## src/verilog/tisf_pkg.sv

```systemverilog
package tisf_pkg;
    // device register map
    localparam logic [7:0] ADDR_SRC_FIFO   = 8'h0d;
    localparam logic [7:0] ADDR_FILL_EVENT = 8'h0e;
    localparam logic [7:0] ADDR_LEVEL_THR  = 8'h0f;

    // source / fifo flags register
    localparam int SRC_CFG_HI   = 7;
    localparam int SRC_CFG_LO   = 3;
    localparam int SRC_TX_SEL   = 2;
    localparam int SRC_FULL     = 1;
    localparam int SRC_NOTEMPTY = 0;

    // fill / event flags register
    localparam int EVT_FILL_METHOD = 7;
    localparam int EVT_FILL        = 6;
    localparam int EVT_TX_DONE     = 5;
    localparam int EVT_OVERRUN     = 4;
    localparam int EVT_LEVEL_EN    = 3;
    localparam int EVT_LEVEL       = 2;
    localparam int EVT_PLL         = 1;
    localparam int EVT_LOCK_EN     = 0;

    localparam logic [4:0] SRC_CFG_RST   = 5'h00;
    localparam logic       TX_SEL_RST    = 1'b0;
    localparam logic       FILL_METH_RST = 1'b0;
    localparam logic       LEVEL_EN_RST  = 1'b0;
    localparam logic       LOCK_EN_RST   = 1'b1;
    localparam logic [7:0] LEVEL_THR_RST = 8'h00;

    // data modes
    localparam logic [1:0] MODE_CONT  = 2'h0;
    localparam logic [1:0] MODE_BUFF  = 2'h1;

    // host controller software registers
    localparam logic [2:0] HADDR_DEV_ADDR  = 3'h0;
    localparam logic [2:0] HADDR_DEV_WDATA = 3'h1;
    localparam logic [2:0] HADDR_CTRL      = 3'h2;
    localparam logic [2:0] HADDR_DEV_RDATA = 3'h3;
    localparam logic [2:0] HADDR_IRQ_STAT  = 3'h4;
    localparam logic [2:0] HADDR_IRQ_MASK  = 3'h5;
    localparam int CTRL_WRITE = 0;
    localparam int CTRL_READ  = 1;
    localparam int HEV_IRQ1_RISE = 0;
    localparam int HEV_LOCK_FALL = 1;
    localparam int HEV_READ_DONE = 2;
    localparam int HEV_WIDTH     = 3;
endpackage : tisf_pkg

```

## src/verilog/tisf_if.sv

```systemverilog
`timescale 1ns/1ps
interface tisf_if;
    logic [7:0] reg_addr;
    logic [7:0] reg_wdata;
    logic       reg_wr;
    logic       reg_rd;
    logic [7:0] reg_rdata;
    logic       irq1;
    logic       lock_pin;

    modport dev (
        input  reg_addr, reg_wdata, reg_wr, reg_rd,
        output reg_rdata, irq1, lock_pin
    );
    modport host (
        output reg_addr, reg_wdata, reg_wr, reg_rd,
        input  reg_rdata, irq1, lock_pin
    );
endinterface : tisf_if

```

## src/verilog/tisf_device.sv

```systemverilog
// Chosen here: the strobed register port.
`timescale 1ns/1ps
module tisf_device #(
    parameter int CNT_W = 7
) (
    input  wire logic             mclk_i,
    input  wire logic             rst_i,
    tisf_if.dev                   bus,
    input  wire logic             tx_mode_i,
    input  wire logic [1:0]       data_mode_i,
    input  wire logic             recovered_bit_clock_i,
    input  wire logic [CNT_W-1:0] fifo_count_i,
    input  wire logic [CNT_W-1:0] fifo_capacity_i,
    input  wire logic             sync_detect_i,
    input  wire logic             overrun_i,
    input  wire logic             tx_last_bit_i,
    input  wire logic             tx_start_i,
    input  wire logic [7:0]       signal_level_i,
    input  wire logic             pll_locked_i,
    output logic                  fill_active_o,
    output logic                  restart_o,
    output logic [4:0]            src_cfg_o
);
    logic [4:0] src_cfg_q;
    logic       tx_sel_q;
    logic       full_q;
    logic       notempty_q;
    logic       fill_method_q;
    logic       fill_q;
    logic       tx_done_q;
    logic       overrun_q;
    logic       level_en_q;
    logic       signal_level_flag_q;
    logic       pll_q;
    logic       lock_en_q;
    logic [7:0] signal_level_threshold_q;
    logic [7:0] rdata_q;
    logic       irq1_q;
    logic       lock_pin_q;
    logic       restart_q;

    logic wr_src;
    logic wr_evt;
    logic wr_thr;
    logic buffered;

    assign wr_src   = bus.reg_wr && (bus.reg_addr == tisf_pkg::ADDR_SRC_FIFO);
    assign wr_evt   = bus.reg_wr && (bus.reg_addr == tisf_pkg::ADDR_FILL_EVENT);
    assign wr_thr   = bus.reg_wr && (bus.reg_addr == tisf_pkg::ADDR_LEVEL_THR);
    assign buffered = (data_mode_i == tisf_pkg::MODE_BUFF);

    // plain configuration bits
    always_ff @(posedge mclk_i) begin
        if (rst_i) begin
            src_cfg_q     <= tisf_pkg::SRC_CFG_RST;
            tx_sel_q      <= tisf_pkg::TX_SEL_RST;
            fill_method_q <= tisf_pkg::FILL_METH_RST;
            level_en_q    <= tisf_pkg::LEVEL_EN_RST;
            lock_en_q     <= tisf_pkg::LOCK_EN_RST;
        end else begin
            if (wr_src) begin
                src_cfg_q <= bus.reg_wdata[tisf_pkg::SRC_CFG_HI:tisf_pkg::SRC_CFG_LO];
                tx_sel_q  <= bus.reg_wdata[tisf_pkg::SRC_TX_SEL];
            end
            if (wr_evt) begin
                fill_method_q <= bus.reg_wdata[tisf_pkg::EVT_FILL_METHOD];
                level_en_q    <= bus.reg_wdata[tisf_pkg::EVT_LEVEL_EN];
                lock_en_q     <= bus.reg_wdata[tisf_pkg::EVT_LOCK_EN];
            end
        end
    end

    // threshold, same half-dB code as the level measurement
    always_ff @(posedge mclk_i) begin
        if (rst_i) begin
            signal_level_threshold_q <= tisf_pkg::LEVEL_THR_RST;
        end else if (wr_thr) begin
            signal_level_threshold_q <= bus.reg_wdata;
        end
    end

    // fifo level flags
    always_ff @(posedge mclk_i) begin
        if (rst_i) begin
            full_q     <= 1'b0;
            notempty_q <= 1'b0;
        end else begin
            full_q     <= (fifo_count_i == fifo_capacity_i);
            notempty_q <= (fifo_count_i != '0);
        end
    end

    // fill status: auto waits for sync, manual follows host
    always_ff @(posedge mclk_i) begin
        if (rst_i) begin
            fill_q <= 1'b0;
        end else if (fill_method_q) begin
            if (wr_evt) begin
                fill_q <= bus.reg_wdata[tisf_pkg::EVT_FILL];
            end
        end else if (buffered && sync_detect_i) begin
            fill_q <= 1'b1;
        end else if (wr_evt && bus.reg_wdata[tisf_pkg::EVT_FILL]) begin
            fill_q <= 1'b0;
        end
    end

    // transmit done, cleared when a new transmission starts
    always_ff @(posedge mclk_i) begin
        if (rst_i) begin
            tx_done_q <= 1'b0;
        end else if (tx_last_bit_i) begin
            tx_done_q <= 1'b1;
        end else if (tx_start_i || restart_q) begin
            tx_done_q <= 1'b0;
        end
    end

    // overrun flag and restart pulse
    always_ff @(posedge mclk_i) begin
        if (rst_i) begin
            overrun_q <= 1'b0;
            restart_q <= 1'b0;
        end else begin
            restart_q <= wr_evt && bus.reg_wdata[tisf_pkg::EVT_OVERRUN];
            if (overrun_i) begin
                overrun_q <= 1'b1;
            end else if (wr_evt && bus.reg_wdata[tisf_pkg::EVT_OVERRUN]) begin
                overrun_q <= 1'b0;
            end
        end
    end

    // signal level event
    always_ff @(posedge mclk_i) begin
        if (rst_i) begin
            signal_level_flag_q <= 1'b0;
        end else if (level_en_q && (signal_level_i > signal_level_threshold_q)) begin
            signal_level_flag_q <= 1'b1;
        end else if (wr_evt && bus.reg_wdata[tisf_pkg::EVT_LEVEL]) begin
            signal_level_flag_q <= 1'b0;
        end
    end

    // pll lock flag
    always_ff @(posedge mclk_i) begin
        if (rst_i) begin
            pll_q <= 1'b0;
        end else if (pll_locked_i) begin
            pll_q <= 1'b1;
        end else if (wr_evt && bus.reg_wdata[tisf_pkg::EVT_PLL]) begin
            pll_q <= 1'b0;
        end
    end

    // interrupt and lock pins
    always_ff @(posedge mclk_i) begin
        if (rst_i) begin
            irq1_q     <= 1'b0;
            lock_pin_q <= 1'b1;
        end else begin
            if (!tx_mode_i) begin
                irq1_q <= 1'b0;
            end else if (data_mode_i == tisf_pkg::MODE_CONT) begin
                irq1_q <= recovered_bit_clock_i;
            end else begin
                irq1_q <= tx_sel_q ? tx_done_q : full_q;
            end
            lock_pin_q <= lock_en_q ? pll_q : 1'b1;
        end
    end

    // read port, data valid the cycle after the strobe
    always_ff @(posedge mclk_i) begin
        if (rst_i) begin
            rdata_q <= 8'h00;
        end else if (bus.reg_rd) begin
            case (bus.reg_addr)
                tisf_pkg::ADDR_SRC_FIFO: begin
                    rdata_q <= {src_cfg_q, tx_sel_q, full_q, notempty_q};
                end
                tisf_pkg::ADDR_FILL_EVENT: begin
                    rdata_q <= {fill_method_q, fill_q, tx_done_q, overrun_q,
                                level_en_q, signal_level_flag_q, pll_q, lock_en_q};
                end
                tisf_pkg::ADDR_LEVEL_THR: begin
                    rdata_q <= signal_level_threshold_q;
                end
                default: begin
                    rdata_q <= 8'h00;
                end
            endcase
        end else begin
            rdata_q <= 8'h00;
        end
    end

    assign bus.reg_rdata = rdata_q;
    assign bus.irq1      = irq1_q;
    assign bus.lock_pin  = lock_pin_q;
    assign fill_active_o = fill_q;
    assign restart_o     = restart_q;
    assign src_cfg_o     = src_cfg_q;
endmodule : tisf_device

```

## src/flat_wrapper.sv

```systemverilog
// flat-port wrapper written by rule: the top's interface ports become plain ports
module tisf_device_flat 
#(
    parameter int CNT_W = 7
)
  (mclk_i, rst_i, tx_mode_i, data_mode_i, recovered_bit_clock_i, fifo_count_i, fifo_capacity_i, sync_detect_i, overrun_i, tx_last_bit_i, tx_start_i, signal_level_i, pll_locked_i, fill_active_o, restart_o, src_cfg_o, bus_reg_addr, bus_reg_wdata, bus_reg_wr, bus_reg_rd, bus_reg_rdata, bus_irq1, bus_lock_pin);
  tisf_if bus_i ();
  input  wire logic mclk_i;
  input  wire logic rst_i;
  input  wire logic tx_mode_i;
  input  wire logic [1:0] data_mode_i;
  input  wire logic recovered_bit_clock_i;
  input  wire logic [CNT_W-1:0] fifo_count_i;
  input  wire logic [CNT_W-1:0] fifo_capacity_i;
  input  wire logic sync_detect_i;
  input  wire logic overrun_i;
  input  wire logic tx_last_bit_i;
  input  wire logic tx_start_i;
  input  wire logic [7:0] signal_level_i;
  input  wire logic pll_locked_i;
  output logic fill_active_o;
  output logic restart_o;
  output logic [4:0] src_cfg_o;
  input wire logic [$bits(bus_i.reg_addr)-1:0] bus_reg_addr;
  input wire logic [$bits(bus_i.reg_wdata)-1:0] bus_reg_wdata;
  input wire logic [$bits(bus_i.reg_wr)-1:0] bus_reg_wr;
  input wire logic [$bits(bus_i.reg_rd)-1:0] bus_reg_rd;
  output wire logic [$bits(bus_i.reg_rdata)-1:0] bus_reg_rdata;
  output wire logic [$bits(bus_i.irq1)-1:0] bus_irq1;
  output wire logic [$bits(bus_i.lock_pin)-1:0] bus_lock_pin;
  assign bus_i.reg_addr = bus_reg_addr;
  assign bus_i.reg_wdata = bus_reg_wdata;
  assign bus_i.reg_wr = bus_reg_wr;
  assign bus_i.reg_rd = bus_reg_rd;
  assign bus_reg_rdata = bus_i.reg_rdata;
  assign bus_irq1 = bus_i.irq1;
  assign bus_lock_pin = bus_i.lock_pin;
  tisf_device #(.CNT_W(CNT_W)) u_core (.mclk_i(mclk_i), .rst_i(rst_i), .bus(bus_i), .tx_mode_i(tx_mode_i), .data_mode_i(data_mode_i), .recovered_bit_clock_i(recovered_bit_clock_i), .fifo_count_i(fifo_count_i), .fifo_capacity_i(fifo_capacity_i), .sync_detect_i(sync_detect_i), .overrun_i(overrun_i), .tx_last_bit_i(tx_last_bit_i), .tx_start_i(tx_start_i), .signal_level_i(signal_level_i), .pll_locked_i(pll_locked_i), .fill_active_o(fill_active_o), .restart_o(restart_o), .src_cfg_o(src_cfg_o));
endmodule
```

## config.mk

```make
export PLATFORM = sky130hd
export DESIGN_NAME = tisf_device_flat
export DESIGN_NICKNAME = d
export VERILOG_FILES = /design/src/verilog/tisf_pkg.sv /design/src/verilog/tisf_if.sv /design/src/verilog/tisf_device.sv /design/src/flat_wrapper.sv
export SDC_FILE = /design/constraint.sdc
export NUM_CORES = 1
export LEC_CHECK = 0
export BUFFER_PORTS_ARGS = -buffer_cell sky130_fd_sc_hd__buf_2
export CAP_MARGIN = 20
export CELL_PAD_IN_SITES_DETAIL_PLACEMENT = 0
export CELL_PAD_IN_SITES_GLOBAL_PLACEMENT = 1
export CORE_ASPECT_RATIO = 0.9
export CORE_MARGIN = 4
export CORE_UTILIZATION = 38
export CTS_CLUSTER_DIAMETER = 150
export DETAILED_ROUTE_END_ITERATION = 10
export HOLD_SLACK_MARGIN = 0.05
export PLACE_DENSITY = 0.82
export RECOVER_POWER = 50
export SLEW_MARGIN = 15
export SYNTH_ARGS = -nofsm -noshare
export SYNTH_HDL_FRONTEND = slang
export SYNTH_SLANG_ARGS = --single-unit
```

## constraint.sdc

```tcl
create_clock -name mclk_i -period 2.8 [get_ports mclk_i]
set_input_delay 0.28 -clock mclk_i [delete_from_list [all_inputs] [get_ports mclk_i]]
set_output_delay 0.28 -clock mclk_i [all_outputs]
set_load 0.05 [all_outputs]
```

# Word level (Yosys, flattened, before mapping)
# Cells that the tools add are included.
# Widths: inputs -> output; s select.
dict set report classes {
  addsub 0
  n_mul 0
  div 0
  magnitude_cmp 1
  n_eq_ne 6
  n_shift 0
  muxes 15
  bitwise_logic 3
  reduce_logical 21
}
# operator n
set op_table {}
lappend op_table {{$eq 8x4->1 const B} 3}
lappend op_table {{$pmux 8 s3} 1}
lappend op_table {{$mux 1} 14}
lappend op_table {{$logic_and 1x1->1} 9}
lappend op_table {{$gt 8x8->1} 1}
lappend op_table {{$reduce_bool 2->1} 4}
lappend op_table {{$eq 7x7->1} 1}
lappend op_table {{$reduce_bool 7->1} 1}
lappend op_table {{$reduce_or 2->1} 3}
lappend op_table {{$not 1->1} 3}
lappend op_table {{$reduce_bool 3->1} 1}
lappend op_table {{$eq 2x1->1 const B} 1}
lappend op_table {{$logic_not 2->1} 1}
lappend op_table {{$ne 2x2->1 const B} 1}
lappend op_table {{$reduce_and 2->1} 1}
lappend op_table {{$logic_or 1x1->1} 1}
dict set report word_totals {
  reg_bits 35
  latchBits 0
  mem_bits_rw 0
  rom_bits 0
  in_bits 51
  output_inout_bits 17
  word_cells 63
  memories 0
}

# Longest topological paths before layout
# Gate-level depths: netlist of run 1.
dict set report logic_depth {
  ltp_word 6
  mapped_depth 6
  depth_no_buf 6
}

# Least setup slack after synthesis of run 1
# No wires, ideal clock.
dict set report synth_timing {
  kind {flip-flop to flip-flop}
  start {register u_core.signal_level_threshold_q[6]}
  end {register u_core.signal_level_flag_q}
  setup_time_ns 0.116
  arrival_ns 1.284
  required_time_ns 2.684
  slack_ns 1.399
  path_stages_with_launch 7
  path_buffers 0
  period_less_slack_ns 1.401
  path_cell_list {dfxtp_1 > inv_1 > ha_1 > a21o_1 > a21oi_1 > nand4b_1 > a41o_1}
}
dict set report synth_between {
  elab_chain_len 3
  elab_cells_between_ends 4
  cone_classes {order compare (1); mux (1); reduce/logical (2)}
}
# item line_no
set synth_lines {}
lappend synth_lines {{start, declared} tisf_device.sv:36} ;# logic [7:0] signal_level_threshold_q;
lappend synth_lines {{start signal, assigned} tisf_device.sv:76} ;# signal_level_threshold_q <= tisf_pkg::LEVEL_THR_RST;
lappend synth_lines {{start signal, assigned} tisf_device.sv:78} ;# signal_level_threshold_q <= bus.reg_wdata;
lappend synth_lines {{$gt 8x8->1 (*)} tisf_device.sv:138} ;# end else if (level_en_q && (signal_level_i > signal_level_threshold_q)) begin
lappend synth_lines {{$logic_and 1x1->1 (*)} tisf_device.sv:138}
lappend synth_lines {{$mux 1 / $reduce_bool 2->1 (equally long branches)} -}
lappend synth_lines {{end signal, assigned} tisf_device.sv:137} ;# signal_level_flag_q <= 1'b0;
lappend synth_lines {{end signal, assigned} tisf_device.sv:139} ;# signal_level_flag_q <= 1'b1;
lappend synth_lines {{end signal, assigned} tisf_device.sv:141} ;# signal_level_flag_q <= 1'b0;
lappend synth_lines {{end, declared} tisf_device.sv:33} ;# logic signal_level_flag_q;
# Every way passes the cells marked *; elsewhere a longest branch is shown, timed or not.
# A chain may end at the register's enable or synchronous reset.

# Worst setup path in the final report of run 1
dict set report layout_timing {
  start {input port bus_reg_addr[5]}
  end {register u_core.src_cfg_q[1], in the netlist u_core.src_cfg_o[1]}
}
dict set report layout_between {
  elab_chain_len 2
}
# item line_no
set layout_lines {}
lappend layout_lines {{start, declared} flat_wrapper.sv:24} ;# input wire logic [$bits(bus_i.reg_addr)-1:0] bus_reg_addr;
lappend layout_lines {{$eq 8x4->1} tisf_device.sv:47} ;# assign wr_src = bus.reg_wr && (bus.reg_addr == tisf_pkg::ADDR_SRC_FIFO);
lappend layout_lines {{$logic_and 1x1->1} tisf_device.sv:47}
lappend layout_lines {{end signal, assigned} tisf_device.sv:55} ;# src_cfg_q <= tisf_pkg::SRC_CFG_RST;
lappend layout_lines {{end signal, assigned} tisf_device.sv:62} ;# src_cfg_q <= bus.reg_wdata[tisf_pkg::SRC_CFG_HI:tisf_pkg::SRC_CFG_LO];
lappend layout_lines {{end, declared} tisf_device.sv:24} ;# logic [4:0] src_cfg_q;
# Every way passes these cells.

==> results of run 1 <==
[state kept, by name (all words and copies together), names as in the netlist]
signal                           count
u_core.signal_level_flag_q           1
u_core.src_cfg_o                     5
u_core.notempty_q                    1
u_core.full_q                        1
u_core.bus.reg_rdata                 8
u_core.fill_active_o                 1
u_core.tx_done_q                     1
u_core.bus.lock_pin                  1
u_core.restart_o                     1
u_core.overrun_q                     1
u_core.tx_sel_q                      1
u_core.lock_en_q                     1
u_core.pll_q                         1
u_core.signal_level_threshold_q      8
u_core.fill_method_q                 1
u_core.bus.irq1                      1
u_core.level_en_q                    1
[through the flow]
step	setup WS, ns	utilization	instance area (um2)
final	0.803	0.498	2080
after detailed placement	0.867	0.493	2060
after CTS	1.17	0.513	2150
after floorplan	1.40	-	1680
after global routing	0.642	0.498	2080
after global placement	0.918	0.493	2060
[kinds of logic (layout without fill, tap and decap cells)]
logic type	Yosys count	after routing
compound gates	25	25
xor+xnor	7	7
fa+ha+maj	8	8
buf+inv	15	84
flops	35	35
mux	26	26
simple gates	57	57
[layout make-up]
cell class	count	area share
inverter	9	0.0162
tap	60	0.0360
sequential	35	0.336
clock buffer	7	0.0366
clock inverter	1	0.00240
multi-input combinational	123	0.423
timing repair buffer	67	0.150
[per-layer routing]
layer	routed length (um)	global-route usage	vias up
met5	0	0	-
li1	-	-	748
met4	43	0.0291	0
met2	1880	0.243	58
met1	1690	0.190	660
met3	425	0.0725	5
[power by group]
group          switching (mW)  internal [mW]  total (mW)  leakage, nW
sequential            0.00363          0.504       0.508        0.284
combinational          0.0567         0.0505       0.107        0.667
clock                   0.172          0.174       0.347       0.0422
total                   0.233          0.729       0.962        0.993
[worst paths after layout]
path,cells after the start,to
max,5,u_core.src_cfg_o[1]
min reg2reg,1,u_core.bus.lock_pin
max reg2reg,6,u_core.signal_level_flag_q
min,3,u_core.tx_done_q
[cell usage in the layout (no fill, tap or decap), types with 3 or more instances in the layout]
master,instances
dfxtp_1,35
nor3_1,3
mux2_2,8
nand4_1,3
nand2_1,6
mux2i_1,18
o21ai_0,3
and3_1,4
clkbuf_1,21
nor2_1,28
xnor2_1,7
ha_1,8
inv_1,9
a22oi_1,8
buf_2,48
clkbuf_8,5
a21oi_1,7
[critical path, cell delays in order]
cell and delay (ns):
buf_2 0.10, nor4_1 0.77, nand4b_1 0.62, mux2i_1 0.31, nor2_1 0.06
==> qor.csv, run 1 <==
metric;value;unit
hold_violations;0;
rsz0062_at_grt;false;
synth_xor_area_frac;0.0365;
syn-cell-area;1680;um2
synth_most_common_cell;dfxtp_1;
cap_violations;0;
multi_input_area;881;um2
layout.cells.non_filler;302;
r2r_start;u_core.signal_level_threshold_q[6];
wirelength;4.04;mm
ys_top_cells_by_count;dfxtp_1 (35), nor2_1 (28), mux2i_1 (18), inv_1 (9);
clock_latency;0.29;ns
startpoint;bus_reg_addr[5];
start_util;0.401;
synth_mux_area_frac;0.161;
fin_crit_sh;0.713;
io_buffers;67;
synth_compound_area_frac;0.109;
r2r_slack;1.24;ns
cts_tree;built;
cp_max_fo;6;
required;2.93;ns
path_clk_slew;0.07;ns
hp-start;tx_last_bit_i;
p_per_area;462;nW/um2
root_buffer;clkbuf_8;
finalSetupViolCount;0;
insertedDiodeCount;0;
holdBufCountCts;0;
drtAntennaViolNets;0;
n_fill_cell;454;
num_rows;22;
drive_gt1_frac;0.269;
synthFlopType;dfxtp_1;
fmax;501;MHz
yosysTopAreaCellShare;0.417;
antenna_found_initial;0;
synth-async-reset-ratio;0;
synthSimpleGateAreaFrac;0.182;
htreeDepth;2;
gp_congestion;0.760;
die_w;78.1;um
num-nets-final;300;
num_vias;1471;
synth_edf_count;0;
core_area;4180;um2
cts_buffer_depth;2;
syn_nets;232;
drt-wirelength-per-cell;13.4;um
grt_usage;0.153;
synth_cell_types;32;
startpoint_type;primary input;
syn-mean-instance-area;9.71;um2
dp_cells;294;
irDropWorstVdd;0.000192;V
relSlewSlack;0.321;
grt_max_degree;23;
clock_sinks;35;
synth_fa_ha_area_frac;0.0596;
cts_resized;0;
synth_top_family_by_area;simple AND/OR/NAND/NOR gates;
dp_hpwl;3.15;mm
drc;0;
post_cts_buffers;0;
finalCriticalPeriod;2.00;ns
grt_pass1_wl;6.59;mm
arrival;2.13;ns
via_per_inst;4.87;
drt_iter0_drc;85;
maxSlewViolCount;0;
finalHoldWorstSlack;0.196;ns
yosysWarnings;0;
dieArea;5550;um2
tns;0;ns
hp-class;in2reg;
syn2layout_area_growth;24.1;%
ys_top_cells_by_area;dfxtp_1 (42%), mux2i_1 (11%), nor2_1 (6.3%);
worstSetupPathType;in2reg;
skew;0.00230;ns
leakagePower;0.993;nW
drtPass1Iterations;4;
p_total;0.962;mW
cts_buffers;5;
synth-seq-cells;35;
setup.worst_path.end_class;flip-flop;
ys_seq_area_frac;0.417;
worst_pin_slew;1.02;ns
num_io_pins;68;
dieHeight;71.1;um
syn_inst;173;
grt_pass1_vias;1445;
regArea;701;um2
overflow;0;
status;finished clean;
synth_area_leader_cell;dfxtp_1;
Power figures use the tool's default switching activity.
==> run 2: changes to the inputs <==
--- a/config.mk
+++ b/config.mk
@@ -11,11 +11,11 @@
 export CELL_PAD_IN_SITES_GLOBAL_PLACEMENT = 1
 export CORE_ASPECT_RATIO = 0.9
 export CORE_MARGIN = 4
-export CORE_UTILIZATION = 38
+export CORE_UTILIZATION = 35
 export CTS_CLUSTER_DIAMETER = 150
 export DETAILED_ROUTE_END_ITERATION = 10
 export HOLD_SLACK_MARGIN = 0.05
-export PLACE_DENSITY = 0.82
+export PLACE_DENSITY = 0.76
 export RECOVER_POWER = 50
 export SLEW_MARGIN = 15
 export SYNTH_ARGS = -nofsm -noshare
==> constraint.sdc (replaced) <==
create_clock -name mclk_i -period 1.85 [get_ports mclk_i]
set_input_delay 0.185 -clock mclk_i [delete_from_list [all_inputs] [get_ports mclk_i]]
set_output_delay 0.185 -clock mclk_i [all_outputs]
set_load 0.05 [all_outputs]
==> qor.csv, run 2 (synthesized netlist as in run 1, its figures left out) <==
metric;value;unit
io_buffers;67;
layout_common_cells;buf_2 (48), dfxtp_1 (35), nor2_1 (28);
p_comb_frac;0.108;
leakagePower;1.02;nW
clock_sinks;35;
grt_usage;0.139;
cts_tree;built;
worstHoldPathCells;2;
finalSetupViolCount;0;
hold_violations;0;
maxSlewViolCount;0;
gp_congestion;0.763;
slowest_stage;dfxtp_1;
worstSetupPathType;reg2reg;
grt_max_degree;23;
reg2reg_depth;6;
r2r_slack;0.37;ns
holdPathEnd;u_core.pll_q;
seq_power_share;0.495;
startpoint;u_core.signal_level_threshold_q[6];
status;finished clean;
antenna_found_initial;0;
cts_buffers;5;
cp_max_fo;3;
n_fill_cell;490;
drtPass1Iterations;4;
cts_buffer_depth;2;
clock_latency;0.29;ns
drt-wirelength-per-cell;13.1;um
core_area;4550;um2
dieHeight;73.7;um
p_per_area;726;nW/um2
root_buffer;clkbuf_8;
worst_pin_slew;0.794;ns
insertedDiodeCount;0;
slowest_delay;0.35;ns
drt_iter0_drc;50;
layout.cells.non_filler;305;
cts_resized;0;
num_rows;23;
grt_pass1_wl;6.24;mm
finalCriticalPeriod;1.48;ns
setup.worst_path.end_class;flip-flop;
hp-start;pll_locked_i;
startpoint_type;flip-flop;
fin_crit_sh;0.802;
dp_hpwl;3.08;mm
p_clk_frac;0.397;
num-nets-final;301;
path_clk_slew;0.07;ns
arrival;1.67;ns
drtAntennaViolNets;0;
netSwitchingFraction;0.239;
num_vias;1447;
drive_gt1_frac;0.284;
htreeDepth;2;
crit_chain;inv_1 -> ha_1 -> a21o_1 -> a21oi_1 -> nand4b_1 -> a41o_1;
crit_buf_inv;1;
layout_commonest_cell;buf_2;
rsz0062_at_grt;false;
cp_top_family;compound AO/OA/AOI/OAI gates;
irDropWorstVdd;0.000391;V
tns;0;ns
post_cts_buffers;0;
drc;0;
cp.depth;6;
start_util;0.369;
p_sw;0.371;mW
syn2layout_area_growth;27.2;%
relSlewSlack;0.470;
die_w;81.0;um
overflow;0;
skew;0.00601;ns
cap_violations;0;
dieArea;5970;um2
utilization;0.470;
r2r_start;u_core.signal_level_threshold_q[6];
via_per_inst;4.74;
hp-class;in2reg;
holdBufCountCts;0;
wirelength;4.00;mm
num_io_pins;68;
grt_pass1_vias;1338;
required;2.03;ns
intPower;1.18;mW
r2r-end;u_core.signal_level_flag_q;
dp_cells;297;
fmax;674;MHz
run 2: cell type report:
type | count | area (um2) | share of cell area
clock buffers | 7 | 96.3 | 0.0451
clock inverters | 1 | 7.51 | 0.00351
inverters | 9 | 33.8 | 0.0158
multi-input cells | 123 | 901 | 0.422
flip-flops and latches | 35 | 701 | 0.328
well taps | 62 | 77.6 | 0.0363
repair buffers | 68 | 319 | 0.149
run 2: metal layers:
layer / GRT usage / wire length (um)
met1: 0.192 / 1860
met2: 0.201 / 1680
met3: 0.0576 / 425
met4: 0.0281 / 26
met5: 0 / 0
run 2: through the flow:
stage | total power [mW] | hold WS, ns | cell area (um2) | setup slack (ns)
2_1_floorplan | 0.872 | 0.261 | 1680 | 0.449
3_3_place_gp | 0.958 | 0.397 | 2070 | 0.300
3_5_place_dp | 0.958 | 0.401 | 2070 | 0.277
4_1_cts | 1.56 | 0.102 | 2180 | 0.351
5_1_grt | 1.61 | 0.112 | 2140 | 0.277
6_report | 1.55 | 0.105 | 2140 | 0.365
run 2: worst max path at each step:
stage | to | slack (ns)
2_1_floorplan | u_core.signal_level_flag_q | 0.45
3_3_place_gp | u_core.signal_level_threshold_q[6] | 0.30
3_5_place_dp | u_core.signal_level_threshold_q[5] | 0.28
4_1_cts | u_core.signal_level_flag_q | 0.35
5_1_grt | u_core.signal_level_flag_q | 0.28
6_report | u_core.signal_level_flag_q | 0.37
run 2: power by group through the flow:
| stage | sequential, mW | combinational (mW) | clock (mW) |
|---|---|---|---|
| after floorplan | 0.796 | 0.0760 | 0 |
| after CTS | 0.768 | 0.174 | 0.622 |
| after detailed placement | 0.785 | 0.173 | 0 |
| after global placement | 0.785 | 0.173 | 0 |
| after global routing | 0.769 | 0.186 | 0.657 |
| final | 0.768 | 0.168 | 0.615 |
